### src/verilog/trm_pkg.sv
/*
 * Constants of the converter-core trim register bank: register indices,
 * field layouts, control and status bit numbers, factory trim values and bus responses.
 * Assumes a 32-bit AXI4-Lite bus on which each register takes one aligned word.
 */
package trm_pkg;

   // ---------------------------------------------------------------
   // Bus geometry
   // ---------------------------------------------------------------
   localparam int ADDR_W = 12;
   localparam int DATA_W = 32;
   localparam int IDX_W = 10;

   // ---------------------------------------------------------------
   // Register indices; the byte address is four times the index
   // ---------------------------------------------------------------
   localparam logic [IDX_W-1:0] IDX_CORE_C_AS_B_TIMING = 10'h088;
   localparam logic [IDX_W-1:0] IDX_CORE_B_DUAL_TIMING = 10'h089;
   localparam logic [IDX_W-1:0] IDX_CORE_A_INA_OFFSET = 10'h08a;
   localparam logic [IDX_W-1:0] IDX_CORE_A_INB_OFFSET = 10'h08c;
   localparam logic [IDX_W-1:0] IDX_CORE_C_INA_OFFSET = 10'h08e;
   localparam logic [IDX_W-1:0] IDX_CAL_CONTROL = 10'h0a0;
   localparam logic [IDX_W-1:0] IDX_CAL_STATUS = 10'h0a1;

   // ---------------------------------------------------------------
   // Trim arrays: entry numbers and their indices
   // ---------------------------------------------------------------
   localparam int NUM_TIM = 2;
   localparam int NUM_OFS = 3;
   localparam int TIM_C_AS_B = 0;
   localparam int TIM_B_DUAL = 1;
   localparam int OFS_A_INA = 0;
   localparam int OFS_A_INB = 1;
   localparam int OFS_C_INA = 2;
   localparam logic [IDX_W-1:0] TIM_IDX [NUM_TIM] = '{IDX_CORE_C_AS_B_TIMING, IDX_CORE_B_DUAL_TIMING};
   localparam logic [IDX_W-1:0] OFS_IDX [NUM_OFS] =
      '{IDX_CORE_A_INA_OFFSET, IDX_CORE_A_INB_OFFSET, IDX_CORE_C_INA_OFFSET};

   // ---------------------------------------------------------------
   // Field layouts and reset values
   // ---------------------------------------------------------------
   localparam int TIM_W = 8;
   localparam int OFS_W = 12;
   localparam int OFS_REG_W = 16;
   localparam int RSV_W = 4;
   localparam logic [RSV_W-1:0] OFS_RSV_RESET = 4'h0;
   localparam logic [TIM_W-1:0] FACT_TIM_C_AS_B = 8'h80;
   localparam logic [TIM_W-1:0] FACT_TIM_B_DUAL = 8'h80;
   localparam logic [OFS_W-1:0] FACT_OFS_A_INA = 12'h800;
   localparam logic [OFS_W-1:0] FACT_OFS_A_INB = 12'h800;
   localparam logic [OFS_W-1:0] FACT_OFS_C_INA = 12'h800;

   // Control register bits
   localparam int CTRL_W = 4;
   localparam int CTRL_BG = 0;
   localparam int CTRL_BGOS = 1;
   localparam int CTRL_OS = 2;
   localparam int CTRL_DUAL = 3;
   localparam logic [CTRL_W-1:0] CTRL_RESET = 4'h0;

   // Status register bits
   localparam int STAT_FG_BUSY = 0;
   localparam int STAT_FOREGROUND_CAL_DONE = 1;
   localparam int STAT_HALTED = 2;

   // ---------------------------------------------------------------
   // Bus responses
   // ---------------------------------------------------------------
   localparam logic [1:0] RESP_OKAY = 2'h0;
   localparam logic [1:0] RESP_SLVERR = 2'h2;
   localparam logic [1:0] RESP_DECERR = 2'h3;

endpackage

### src/verilog/trm_regs.sv
/*
 * Trim register bank for the converter cores: two timing trims, three
 * offset trims and the calibration control and status words, reached over
 * AXI4-Lite, with the trims steered to the cores by mode, calibration phase and sampled input.
 * Assumes the calibration unit runs on sys_clk and drives its inputs
 * synchronously, and that the bus master keeps the AXI4-Lite handshake.
 */
module trm_regs #(
   parameter logic [trm_pkg::TIM_W-1:0] FACT_TIM_C_AS_B = trm_pkg::FACT_TIM_C_AS_B,
   parameter logic [trm_pkg::TIM_W-1:0] FACT_TIM_B_DUAL = trm_pkg::FACT_TIM_B_DUAL,
   parameter logic [trm_pkg::OFS_W-1:0] FACT_OFS_A_INA = trm_pkg::FACT_OFS_A_INA,
   parameter logic [trm_pkg::OFS_W-1:0] FACT_OFS_A_INB = trm_pkg::FACT_OFS_A_INB,
   parameter logic [trm_pkg::OFS_W-1:0] FACT_OFS_C_INA = trm_pkg::FACT_OFS_C_INA
) (
   input wire logic sys_clk,
   input wire logic reset_n,
   input wire logic [trm_pkg::ADDR_W-1:0] s_axi_awaddr,
   input wire logic s_axi_awvalid,
   output logic s_axi_awready,
   input wire logic [trm_pkg::DATA_W-1:0] s_axi_wdata,
   input wire logic [3:0] s_axi_wstrb,
   input wire logic s_axi_wvalid,
   output logic s_axi_wready,
   output logic [1:0] s_axi_bresp,
   output logic s_axi_bvalid,
   input wire logic s_axi_bready,
   input wire logic [trm_pkg::ADDR_W-1:0] s_axi_araddr,
   input wire logic s_axi_arvalid,
   output logic s_axi_arready,
   output logic [trm_pkg::DATA_W-1:0] s_axi_rdata,
   output logic [1:0] s_axi_rresp,
   output logic s_axi_rvalid,
   input wire logic s_axi_rready,
   input wire logic fg_cal_busy,
   input wire logic foreground_cal_done,
   input wire logic cal_halted_status,
   input wire logic bg_phase_c_for_b,
   input wire logic core_a_samples_b,
   input wire logic core_c_samples_b,
   input wire logic cal_ofs_we,
   input wire logic [1:0] cal_ofs_sel,
   input wire logic [trm_pkg::OFS_W-1:0] cal_ofs_val,
   output logic background_cal_enable,
   output logic background_offset_cal_enable,
   output logic offset_cal_enable,
   output logic dual_channel_mode,
   output logic [trm_pkg::TIM_W-1:0] core_b_sample_trim,
   output logic core_b_trim_valid,
   output logic [trm_pkg::TIM_W-1:0] core_c_sample_trim,
   output logic core_c_trim_valid,
   output logic [trm_pkg::OFS_W-1:0] core_a_offset,
   output logic [trm_pkg::OFS_W-1:0] core_c_offset,
   output logic core_c_offset_valid
);
   import trm_pkg::*;

   // ---------------------------------------------------------------
   // Storage
   // ---------------------------------------------------------------
   logic [NUM_TIM-1:0][TIM_W-1:0] tim;
   logic [NUM_OFS-1:0][OFS_REG_W-1:0] ofs;
   logic [CTRL_W-1:0] ctrl;

   // ---------------------------------------------------------------
   // Write channel capture
   // ---------------------------------------------------------------
   logic aw_held;
   logic w_held;
   logic [IDX_W-1:0] aw_idx;
   logic [15:0] w_data;
   logic [1:0] w_strb;
   logic do_write;

   // Address and data may arrive in either order; each is held until both are in
   assign s_axi_awready = !aw_held && !s_axi_bvalid;
   assign s_axi_wready = !w_held && !s_axi_bvalid;
   assign do_write = aw_held && w_held && !s_axi_bvalid;

   // Capture the address word
   always_ff @(posedge sys_clk or negedge reset_n) begin
      if (!reset_n) begin
         aw_held <= 1'b0;
         aw_idx <= '0;
      end else if (s_axi_awvalid && s_axi_awready) begin
         aw_held <= 1'b1;
         aw_idx <= s_axi_awaddr[ADDR_W-1:2];
      end else if (do_write) begin
         aw_held <= 1'b0;
      end
   end

   // Capture the data word; only the two low lanes carry register bits
   always_ff @(posedge sys_clk or negedge reset_n) begin
      if (!reset_n) begin
         w_held <= 1'b0;
         w_data <= '0;
         w_strb <= '0;
      end else if (s_axi_wvalid && s_axi_wready) begin
         w_held <= 1'b1;
         w_data <= s_axi_wdata[15:0];
         w_strb <= s_axi_wstrb[1:0];
      end else if (do_write) begin
         w_held <= 1'b0;
      end
   end

   // ---------------------------------------------------------------
   // Write decode and guards
   // ---------------------------------------------------------------
   logic [NUM_TIM-1:0] wr_tim_hit;
   logic [NUM_OFS-1:0] wr_ofs_hit;
   logic wr_ctrl_hit;
   logic wr_stat_hit;
   logic wr_mapped;
   logic wr_blocked;
   logic [NUM_TIM-1:0] tim_we;
   logic [NUM_OFS-1:0] ofs_we;
   logic bg_both;

   assign bg_both = ctrl[CTRL_BG] && ctrl[CTRL_BGOS];
   assign wr_ctrl_hit = (aw_idx == IDX_CAL_CONTROL);
   assign wr_stat_hit = (aw_idx == IDX_CAL_STATUS);
   assign wr_mapped = (|wr_tim_hit) || (|wr_ofs_hit) || wr_ctrl_hit || wr_stat_hit;
   // Offset writes racing the calibration engine are refused, not merged
   assign wr_blocked = (|wr_ofs_hit) && (fg_cal_busy || bg_both);

   // One decode and write enable per trim entry
   genvar gi;
   generate
      for (gi = 0; gi < NUM_TIM; gi++) begin : g_tim
         assign wr_tim_hit[gi] = (aw_idx == TIM_IDX[gi]);
         assign tim_we[gi] = do_write && wr_tim_hit[gi] && w_strb[0];
         // Timing trim: factory value after reset, then software owned
         always_ff @(posedge sys_clk or negedge reset_n) begin
            if (!reset_n) begin
               tim[gi] <= (gi == TIM_B_DUAL) ? FACT_TIM_B_DUAL : FACT_TIM_C_AS_B;
            end else if (tim_we[gi]) begin
               tim[gi] <= w_data[TIM_W-1:0];
            end
         end
      end
      for (gi = 0; gi < NUM_OFS; gi++) begin : g_ofs
         logic cal_hit;
         assign wr_ofs_hit[gi] = (aw_idx == OFS_IDX[gi]);
         assign ofs_we[gi] = do_write && wr_ofs_hit[gi] && !wr_blocked;
         assign cal_hit = cal_ofs_we && (cal_ofs_sel == 2'(gi));
         // Calibration result wins over a software write in the same cycle
         always_ff @(posedge sys_clk or negedge reset_n) begin
            if (!reset_n) begin
               ofs[gi] <= {OFS_RSV_RESET, fact_ofs_const(gi)};
            end else if (cal_hit) begin
               ofs[gi][OFS_W-1:0] <= cal_ofs_val;
            end else if (ofs_we[gi]) begin
               if (w_strb[0]) begin
                  ofs[gi][7:0] <= w_data[7:0];
               end
               if (w_strb[1]) begin
                  ofs[gi][15:8] <= w_data[15:8];
               end
            end
         end
      end
   endgenerate

   // Factory offset by entry, as a constant for the reset branch
   function automatic logic [OFS_W-1:0] fact_ofs_const(input int e);
      if (e == OFS_A_INA) begin
         return FACT_OFS_A_INA;
      end else if (e == OFS_A_INB) begin
         return FACT_OFS_A_INB;
      end
      return FACT_OFS_C_INA;
   endfunction

   // Calibration control word
   always_ff @(posedge sys_clk or negedge reset_n) begin
      if (!reset_n) begin
         ctrl <= CTRL_RESET;
      end else if (do_write && wr_ctrl_hit && w_strb[0]) begin
         ctrl <= w_data[CTRL_W-1:0];
      end
   end

   // Write response: refused offsets give SLVERR, holes give DECERR
   always_ff @(posedge sys_clk or negedge reset_n) begin
      if (!reset_n) begin
         s_axi_bvalid <= 1'b0;
         s_axi_bresp <= RESP_OKAY;
      end else if (do_write) begin
         s_axi_bvalid <= 1'b1;
         s_axi_bresp <= !wr_mapped ? RESP_DECERR : (wr_blocked ? RESP_SLVERR : RESP_OKAY);
      end else if (s_axi_bready) begin
         s_axi_bvalid <= 1'b0;
      end
   end

   // ---------------------------------------------------------------
   // Read path
   // ---------------------------------------------------------------
   logic [IDX_W-1:0] ar_idx;
   logic rd_take;
   logic rd_ofs_hit;
   logic rd_blocked;
   logic rd_mapped;
   logic [DATA_W-1:0] rd_word;

   assign s_axi_arready = !s_axi_rvalid;
   assign rd_take = s_axi_arvalid && s_axi_arready;
   assign ar_idx = s_axi_araddr[ADDR_W-1:2];
   assign rd_ofs_hit = (ar_idx == OFS_IDX[0]) || (ar_idx == OFS_IDX[1]) || (ar_idx == OFS_IDX[2]);
   // Offsets are unsettled until calibration reports a safe point
   assign rd_blocked = rd_ofs_hit && ((ctrl[CTRL_OS] && !ctrl[CTRL_BGOS] && !foreground_cal_done)
                                      || (bg_both && !cal_halted_status));
   assign rd_mapped = rd_ofs_hit || (ar_idx == TIM_IDX[0]) || (ar_idx == TIM_IDX[1])
                      || (ar_idx == IDX_CAL_CONTROL) || (ar_idx == IDX_CAL_STATUS);

   // Read data selection; narrow registers sit in the low bits
   always_comb begin
      rd_word = '0;
      if (ar_idx == TIM_IDX[0]) begin
         rd_word = {24'h00_0000, tim[0]};
      end else if (ar_idx == TIM_IDX[1]) begin
         rd_word = {24'h00_0000, tim[1]};
      end else if (ar_idx == OFS_IDX[0]) begin
         rd_word = {16'h0000, ofs[0]};
      end else if (ar_idx == OFS_IDX[1]) begin
         rd_word = {16'h0000, ofs[1]};
      end else if (ar_idx == OFS_IDX[2]) begin
         rd_word = {16'h0000, ofs[2]};
      end else if (ar_idx == IDX_CAL_CONTROL) begin
         rd_word = {28'h000_0000, ctrl};
      end else if (ar_idx == IDX_CAL_STATUS) begin
         rd_word = {29'h0000_0000, cal_halted_status, foreground_cal_done, fg_cal_busy};
      end
   end

   // Read response, one cycle after the address is taken
   always_ff @(posedge sys_clk or negedge reset_n) begin
      if (!reset_n) begin
         s_axi_rvalid <= 1'b0;
         s_axi_rresp <= RESP_OKAY;
         s_axi_rdata <= '0;
      end else if (rd_take) begin
         s_axi_rvalid <= 1'b1;
         s_axi_rresp <= !rd_mapped ? RESP_DECERR : (rd_blocked ? RESP_SLVERR : RESP_OKAY);
         s_axi_rdata <= (rd_blocked || !rd_mapped) ? '0 : rd_word;
      end else if (s_axi_rready) begin
         s_axi_rvalid <= 1'b0;
      end
   end

   // ---------------------------------------------------------------
   // Trim steering to the cores
   // ---------------------------------------------------------------
   assign background_cal_enable = ctrl[CTRL_BG];
   assign background_offset_cal_enable = ctrl[CTRL_BGOS];
   assign offset_cal_enable = ctrl[CTRL_OS];
   assign dual_channel_mode = ctrl[CTRL_DUAL];

   // Registered so the analog trim lines change only on clock edges
   always_ff @(posedge sys_clk or negedge reset_n) begin
      if (!reset_n) begin
         core_b_sample_trim <= '0;
         core_b_trim_valid <= 1'b0;
         core_c_sample_trim <= '0;
         core_c_trim_valid <= 1'b0;
         core_a_offset <= '0;
         core_c_offset <= '0;
         core_c_offset_valid <= 1'b0;
      end else begin
         core_b_sample_trim <= tim[TIM_B_DUAL];
         core_b_trim_valid <= ctrl[CTRL_DUAL];
         core_c_sample_trim <= tim[TIM_C_AS_B];
         core_c_trim_valid <= ctrl[CTRL_DUAL] && bg_phase_c_for_b;
         core_a_offset <= core_a_samples_b ? ofs[OFS_A_INB][OFS_W-1:0] : ofs[OFS_A_INA][OFS_W-1:0];
         core_c_offset <= ofs[OFS_C_INA][OFS_W-1:0];
         core_c_offset_valid <= !core_c_samples_b;
      end
   end

   // ---------------------------------------------------------------
   // Checks
   // ---------------------------------------------------------------
   logic tim_b_touched;

   // Marks the first software write to the dual timing trim
   always_ff @(posedge sys_clk or negedge reset_n) begin
      if (!reset_n) begin
         tim_b_touched <= 1'b0;
      end else if (tim_we[TIM_B_DUAL]) begin
         tim_b_touched <= 1'b1;
      end
   end
endmodule

### config.mk
export PLATFORM = sky130hd
export DESIGN_NAME = trm_regs
export DESIGN_NICKNAME = d
export VERILOG_FILES = /design/src/verilog/trm_pkg.sv /design/src/verilog/trm_regs.sv
export SDC_FILE = /design/constraint.sdc
export NUM_CORES = 1
export LEC_CHECK = 0
export BUFFER_PORTS_ARGS = -buffer_cell sky130_fd_sc_hd__buf_2
export CELL_PAD_IN_SITES_DETAIL_PLACEMENT = 1
export CELL_PAD_IN_SITES_GLOBAL_PLACEMENT = 2
export CORE_UTILIZATION = 39
export CTS_BUF_LIST = sky130_fd_sc_hd__clkbuf_8
export DETAILED_ROUTE_END_ITERATION = 10
export HOLD_SLACK_MARGIN = 0.06
export PLACE_DENSITY = 0.95
export SYNTH_ARGS = -nofsm -noshare
export SYNTH_HDL_FRONTEND = slang
export SYNTH_SLANG_ARGS = --single-unit
### constraint.sdc
create_clock -name sys_clk -period 4.4 [get_ports sys_clk]
set_input_delay 0.22 -clock sys_clk [delete_from_list [all_inputs] [get_ports sys_clk]]
set_output_delay 0.22 -clock sys_clk [all_outputs]
set_load 0.01 [all_outputs]
==> flow_metrics.env, run 1 <==
export IMPL_slew_violations=0
export IMPL_status="complete, no violations"
export IMPL_rsz0062_at_grt="no"
export IMPL_vias=5334
export IMPL_period_share=0.5753
export IMPL_dieArea_mm2=0.01887
export IMPL_synth_flop_cell="dfrtp_1"
export IMPL_portBuffers=137
export IMPL_cap_violations=0
export IMPL_wirelength_mm=19.38
export IMPL_dp_slack_ps=1905
export IMPL_place_hpwl_mm=13.64
export IMPL_htreeDepth=4
export IMPL_clk_pin_slew_ps=80
export IMPL_rr_worst_depth=5
export IMPL_synth_top_family_by_area="multiplexers"
export IMPL_cp_end_kind="flip-flop"
export IMPL_avgSynthCellArea_um2=12.05
export IMPL_core_area_mm2=0.01796
export IMPL_multi_input_area_mm2=0.002848
export IMPL_grt_max_degree=74
export IMPL_layout_commonest_cell="dfrtp_1"
export IMPL_drive_gt1_frac=0.3427
export IMPL_synth_compound_area_share=0.09382
export IMPL_drt_pass1_iter_count=4
export IMPL_setup_viol=0
export IMPL_hp_class="input port to flip-flop"
export IMPL_grt_overflow_total=0
export IMPL_worst_path_max_delay_cell="or4b_4"
export IMPL_synth_seq_cells=163
export IMPL_slowest_delay_ps=570
export IMPL_initial_core_util=0.3979
export IMPL_slew_headroom=0.2864
export IMPL_worstSetupPathType="flip-flop to flip-flop"
export IMPL_std_cell_rows=49
export IMPL_grt_total_usage=0.2216
export IMPL_r2r_start="aw_idx[6]$_DFFE_PN0P_"
export IMPL_p_leak_nw=4.308
export IMPL_cts_buffer_depth=2
export IMPL_register_area_mm2=0.004085
export IMPL_wl_per_cell_um=19.11
export IMPL_clock_fmax_mhz=395.0
export IMPL_tns_ps=0
export IMPL_netlist_area_mm2=0.007148
export IMPL_min_to="s_axi_rresp[0]$_DFFE_PN0P_"
export IMPL_synthMuxAreaShare=0.1787
export IMPL_gp_congestion=0.8783
export IMPL_holdPathStages=4
export IMPL_worstHoldStart="s_axi_arvalid"
export IMPL_hold_viol_final=0
export IMPL_cts_sinks=163
export IMPL_num_fill_cells=1942
export IMPL_grt_antenna_before_repair=0
export IMPL_insertedDiodeCount=0
export IMPL_total_power_mw=4.002
export IMPL_synth_async_reset_ratio=1.000
export IMPL_setup_ws_ps=1869
export IMPL_cts_tree="built"
export IMPL_crit_required_ps=4740
export IMPL_cp_arrival_ps=2880
export IMPL_fin_util=0.4948
export IMPL_fin_nets=861
export IMPL_crit_fanout=8
export IMPL_fin_skew_ps=14.80
export IMPL_post_cts_buffers=0
export IMPL_cp_num_buf_inv=0
export IMPL_fin_crit_ps=2531
export IMPL_drc=0
export IMPL_worst_pin_slew_ps=1070
export IMPL_vias_per_cell=5.260
export IMPL_cts_buffers=17
export IMPL_reg2reg_to="tim[9]$_DFFE_PN0P_"
export IMPL_die_h_um=137.4
export IMPL_r2r_slack_ps=1870
export IMPL_power_density_mw_per_mm2=450.3
export IMPL_ant_nets=0
export IMPL_critPathLaunch="aw_idx[6]$_DFFE_PN0P_"
export IMPL_area_growth_pct=24.35
export IMPL_drt_iter0_drc=255
export IMPL_synth_distinct_cells=66
export IMPL_path_cells="or4b_4, nor3_4, and3_1, and4b_1, mux2_2"
export IMPL_yosysWarnings=0
export IMPL_ir_drop_uv=273.4
export IMPL_synth_xor_area_frac=0.002451
export IMPL_final_cell_mix="158 x dfrtp_1, 136 x buf_2, 67 x mux2_2, 58 x nor2_1, 55 x a21oi_1"
export IMPL_synthSimpleGateAreaFrac=0.1150
export IMPL_start_kind="flip-flop"
export IMPL_synth_adder_area_share=0
export IMPL_syn_inst=593
export IMPL_die_w_um=137.4
export IMPL_ys_seq_area_frac=0.5715
export IMPL_grt_pass1_wl_mm=31.11
export IMPL_ios=176
export IMPL_synth_edf_count=0
export IMPL_insertion_delay_ps=470
export IMPL_grt_pass1_vias=5828
export IMPL_root_buffer="clkbuf_8"
export IMPL_critPathTopFamily="simple AND/OR/NAND/NOR gates"
-- where the power goes --
part / internal, mW / switching (mW) / total [mW]
clock network: 0.670 / 0.559 / 1.23
logic: 0.364 / 0.374 / 0.738
registers: 1.76 / 0.273 / 2.04
total: 2.80 / 1.21 / 4.00
-- per-layer routing --
| layer | track usage | part of all wire | vias up |
|---|---|---|---|
| li1 | - | - | 2442 |
| met4 | 0.07814 | 0.024 | 0 |
| met1 | 0.2847 | 0.44 | 2704 |
| met5 | 0 | 0 | - |
| met3 | 0.04930 | 0.051 | 35 |
| met2 | 0.3668 | 0.48 | 153 |
-- how the worst max path moves through the flow --
stage / end / slack (ps) / cells past startpoint
2_1_floorplan: tim[10]$_DFFE_PN0P_ / 2320 / 6
3_5_place_dp: tim[9]$_DFFE_PN0P_ / 1900 / 5
5_1_grt: tim[9]$_DFFE_PN0P_ / 1770 / 5
6_report: tim[9]$_DFFE_PN0P_ / 1870 / 5
4_1_cts: tim[9]$_DFFE_PN0P_ / 1850 / 5
3_3_place_gp: tim[9]$_DFFE_PN0P_ / 1960 / 5
-- kinds of logic (layout without fill, tap and decap cells) --
group	after synthesis	in the layout
buffers and inverters	52	229
other	1	16
muxes	119	119
xor gates and xnor gates	2	2
AOI/OAI and AO/OA	111	111
and+or+nand+nor	145	145
DFF	163	163
-- registers in the layout, indices dropped and copies added, names as in the netlist, 10 cells and up --
register and count:
core_a_offset 12, s_axi_rdata 16, w_data 16, aw_idx 10, tim 16, core_c_offset 12, ofs 48
-- worst register-to-register path: stages, from the launching register on --
cell	delay, ps
dfrtp_1	380
or4b_4	570
nor3_4	230
and3_1	260
and4b_1	570
mux2_2	410
-- synth_stat cells, types with 3 or more instances --
| master | instances | area (um^2) |
|---|---|---|
| clkbuf_1 | 15 | 56.30 |
| nor3_1 | 5 | 25.02 |
| nand2b_1 | 3 | 18.77 |
| nand2_1 | 29 | 108.9 |
| o22ai_1 | 4 | 25.02 |
| o31ai_1 | 4 | 30.03 |
| a21oi_1 | 55 | 275.3 |
| dfrtp_1 | 158 | 3954 |
| nand3b_1 | 3 | 22.52 |
| a21o_1 | 3 | 22.52 |
| nor2_1 | 58 | 217.7 |
| buf_1 | 3 | 11.26 |
| and3_1 | 3 | 18.77 |
| and2_1 | 3 | 18.77 |
| a211oi_1 | 4 | 30.03 |
| o21ai_0 | 21 | 105.1 |
| buf_2 | 4 | 20.02 |
| nand3_1 | 7 | 35.03 |
| nor2b_1 | 3 | 18.77 |
| mux2_2 | 67 | 754.5 |
| inv_1 | 11 | 41.29 |
| mux2i_1 | 50 | 500.5 |
| buf_4 | 19 | 142.6 |
| a22oi_1 | 3 | 22.52 |
| dfstp_2 | 5 | 131.4 |
-- through the flow --
| step | std cells | hold WS [ps] | instance area (um^2) |
|---|---|---|---|
| floorplan | 608 | -75.59 | 7204 |
| global placement | 937 | 262.3 | 7983 |
| detailed placement | 937 | 276.4 | 7983 |
| CTS | 1014 | 164.3 | 8889 |
| global route | 1014 | 208.1 | 8889 |
| finish | 1014 | 191.1 | 8889 |
-- final cells by class --
cell class | instances | area share
Clock inverter | 14 | 0.02379
Tap cell | 229 | 0.03224
Clock buffer | 17 | 0.02632
Timing Repair Buffer | 187 | 0.1330
Inverter | 11 | 0.004645
Multi-Input combinational cell | 393 | 0.3204
Sequential cell | 163 | 0.4596
-- timing repair --
action | in CTS | in global routing
gates resized for setup | 0 | 0
hold buffers | 46 | 0
endpoints found under the setup margin | 0 | 0
hold endpoints to repair | 137 | 0
No activity file was read; power rests on OpenSTA's default activity.
==> run 2, diff against run 1 <==
--- a/config.mk
+++ b/config.mk
@@ -5,14 +5,15 @@
 export SDC_FILE = /design/constraint.sdc
 export NUM_CORES = 1
 export LEC_CHECK = 0
+export ABC_AREA = 1
 export BUFFER_PORTS_ARGS = -buffer_cell sky130_fd_sc_hd__buf_2
 export CELL_PAD_IN_SITES_DETAIL_PLACEMENT = 1
 export CELL_PAD_IN_SITES_GLOBAL_PLACEMENT = 2
-export CORE_UTILIZATION = 39
+export CORE_UTILIZATION = 32
 export CTS_BUF_LIST = sky130_fd_sc_hd__clkbuf_8
 export DETAILED_ROUTE_END_ITERATION = 10
 export HOLD_SLACK_MARGIN = 0.06
-export PLACE_DENSITY = 0.95
+export PLACE_DENSITY = 0.9
 export SYNTH_ARGS = -nofsm -noshare
 export SYNTH_HDL_FRONTEND = slang
 export SYNTH_SLANG_ARGS = --single-unit
==> constraint.sdc (replaced) <==
create_clock -name sys_clk -period 2.4 [get_ports sys_clk]
set_input_delay 0.12 -clock sys_clk [delete_from_list [all_inputs] [get_ports sys_clk]]
set_output_delay 0.12 -clock sys_clk [all_outputs]
set_load 0.01 [all_outputs]
==> run 2 against run 1 <==
  * Die area grew 25%
  * Sequential power increased by 88%
  * Synthesized cell count rose by 45%
  * Area after synthesis rose by 2.9%
  * Critical path type unchanged
  * Critical endpoint is now ofs[39]$_DFFE_PN0P_
  * Highest routed layer is now met5
==> flow_metrics.env, run 2 <==
export IMPL_power_density_mw_per_mm2=854.6
export IMPL_initial_core_util=0.3258
export IMPL_cp_common_cell="nand2_1"
export IMPL_period_share=0.8051
export IMPL_finalInstanceArea_mm2=0.009156
export IMPL_status="complete, no violations"
export IMPL_vias_per_cell=4.753
export IMPL_std_cell_rows=55
export IMPL_tns_ps=0
export IMPL_cts_sinks=163
export IMPL_cts_buffers=17
export IMPL_ant_nets=0
export IMPL_ctsHoldBuffers=45
export IMPL_post_cts_buffers=0
export IMPL_ios=176
export IMPL_synth_async_reset_ratio=1.000
export IMPL_fin_skew_ps=14.74
export IMPL_slew_violations=0
export IMPL_die_w_um=153.6
export IMPL_slowest_delay_ps=450
export IMPL_grt_use_met2=0.3264
export IMPL_combPwrFrac=0.258
export IMPL_synth_top_cell_area_share=0.5377
export IMPL_die_h_um=153.6
export IMPL_path_cells="nor3_4, inv_2, nor3_2, nand2b_2, nand2_2, nand2_1, nand2_1"
export IMPL_insertion_delay_ps=470
export IMPL_dieArea_mm2=0.02359
export IMPL_ys_seq_area_frac=0.5556
export IMPL_grt_pass1_wl_mm=36.87
export IMPL_num_fill_cells=2743
export IMPL_core_area_mm2=0.02257
export IMPL_gp_congestion=0.8462
export IMPL_drive_gt1_frac=0.2268
export IMPL_rsz0062_at_grt="no"
export IMPL_portBuffers=137
export IMPL_wirelength_mm=22.90
export IMPL_instances_no_fill=1345
export IMPL_register_area_mm2=0.004085
export IMPL_drt_pass1_iter_count=5
export IMPL_clock_fmax_mhz=517.6
export IMPL_hold_viol_final=0
export IMPL_cp_end_kind="flip-flop"
export IMPL_switching_power_mw=2.805
export IMPL_place_area_mm2=0.008323
export IMPL_regMostFlops="ofs"
export IMPL_ir_drop_uv=443.7
export IMPL_top_usage_layer="met2"
export IMPL_cts_tree="built"
export IMPL_crit_fanout=11
export IMPL_drt_iter0_drc=317
export IMPL_syn_inst=858
export IMPL_final_cell_mix="242 x nand2_1, 158 x dfrtp_1, 136 x buf_2, 85 x o21ai_0, 69 x inv_1"
export IMPL_largest_register_ffs=48
export IMPL_dp_cells=1266
export IMPL_grt_antenna_before_repair=3
export IMPL_worst_path_max_delay_cell="dfrtp_1"
export IMPL_worstSetupPathType="flip-flop to flip-flop"
export IMPL_clk_pin_slew_ps=100
export IMPL_area_growth_pct=24.52
export IMPL_grt_max_degree=69
export IMPL_netlist_area_mm2=0.007353
export IMPL_synth_flop_cell="dfrtp_1"
export IMPL_holdWs_ps=119.8
export IMPL_grt_total_usage=0.2037
export IMPL_setup_viol=0
export IMPL_cp_num_buf_inv=1
export IMPL_clkPwrFrac=0.251
export IMPL_wl_per_cell_um=17.02
export IMPL_crit_required_ps=2750
export IMPL_drc=0
export IMPL_root_buffer="clkbuf_8"
export IMPL_switching_share=0.3585
export IMPL_synth_edf_count=0
export IMPL_cap_violations=0
export IMPL_synth_top_area_cell="dfrtp_1"
export IMPL_cts_resized=0
export IMPL_cp_arrival_ps=2290
export IMPL_critPathTopFamily="simple AND/OR/NAND/NOR gates"
export IMPL_hp_class="input port to flip-flop"
export IMPL_worst_pin_slew_ps=669.0
export IMPL_synth_seq_cells=163
export IMPL_vias=6393
export IMPL_fin_crit_ps=1932
export IMPL_p_leak_nw=4.609
export IMPL_grt_pass1_vias=6689
export IMPL_ys_top_cells_by_area="dfrtp_1 54%, nand2_1 12%, o21ai_0 5.8%"
export IMPL_internal_power_mw=5.019
export IMPL_grt_overflow_total=0
export IMPL_synth_distinct_cells=35
export IMPL_fin_nets=1133
export IMPL_start_kind="flip-flop"
export IMPL_slew_headroom=0.5506
export IMPL_place_hpwl_mm=16.82
export IMPL_layout_commonest_cell="nand2_1"
export IMPL_grt_met1_usage=0.2790
export IMPL_yosys_top_cells_count="242 x nand2_1, 158 x dfrtp_1, 85 x o21ai_0"
export IMPL_yosysWarnings=0
export IMPL_htreeDepth=4
export IMPL_cts_buffer_depth=2
export IMPL_avgSynthCellArea_um2=8.570
export IMPL_seqPwrFrac=0.491
export IMPL_use_met3=0.03467
export IMPL_multi_input_area_mm2=0.002785
export IMPL_synth_most_common_cell="nand2_1"
run 2: changes by cell type in the layout (fill, tap and decap cells not counted), sizes merged, moves of 8 or more:
cell / delta
a21oi: -17
o21ai: +77
mux2: -63
buf: +8
nor2: +19
mux2i: -50
nand2: +219
nand4: +13
nand3: +51
inv: +67
run 2: power by group through the flow:
stage	logic [mW]	registers, mW	clock network [mW]
floorplan	1.11	3.86	0
global placement	1.89	3.87	0
detailed placement	1.97	3.90	0
CTS	2.03	3.85	2.01
global route	2.28	3.93	2.11
finish	2.02	3.84	1.96
run 2: cell type report:
cell class / count / area share
inverters: 77 / 0.03157
multi-input cells: 592 / 0.3042
flip-flops and latches: 163 / 0.4462
clock buffers: 17 / 0.02555
diodes: 2 / 0.0005466
well taps: 285 / 0.03895
clock inverters: 15 / 0.01571
repair buffers: 194 / 0.1373
run 2: routing by layer:
metal	up-vias	wire, um
li1	3131	-
met1	3074	10720
met2	155	10710
met3	31	1003
met4	2	441
met5	-	13
run 2: kinds of logic after synthesis:
family / after synthesis / synth area share
compound gates: 149 / 0.1055
flops: 163 / 0.5556
other cells: 1 / 0.0005100
mux: 6 / 0.009188
simple gates: 421 / 0.2559
buf+inv: 118 / 0.07334
run 2: worst paths after layout:
kind | cells after the start | to | slack, ps | start
min | 3 | core_a_offset[9]$_DFF_PN0_ | 120 | core_a_samples_b
min reg2reg | 0 | core_c_sample_trim[7]$_DFF_PN0_ | 410 | tim[7]$_DFFE_PN1P_
max reg2reg | 7 | ofs[39]$_DFFE_PN0P_ | 470 | s_axi_bvalid$_DFFE_PN0P_
min in group asynchronous | 2 | aw_idx[5]$_DFFE_PN0P_ | 170 | reset_n
max | 7 | ofs[39]$_DFFE_PN0P_ | 470 | s_axi_bvalid$_DFFE_PN0P_
max in group asynchronous | 3 | ofs[11]$_DFFE_PN1P_ | 1450 | reset_n
run 2: worst register-to-register path: stages (launching register included):
cell and delay [ps]:
dfrtp_1 450, nor3_4 340, inv_2 120, nor3_2 260, nand2b_2 310, nand2_2 180, nand2_1 100, nand2_1 50
run 2: stage by stage:
| stage | total power, mW | worst slack [ps] | utilization |
|---|---|---|---|
| 6_report | 7.825 | 467.8 | 0.4057 |
| 5_1_grt | 8.308 | 294.7 | 0.4055 |
| 4_1_cts | 7.881 | 495.1 | 0.4054 |
| 3_5_place_dp | 5.863 | 480.3 | 0.3687 |
| 3_3_place_gp | 5.766 | 555.4 | 0.3687 |
| 2_1_floorplan | 4.969 | 888.0 | - |
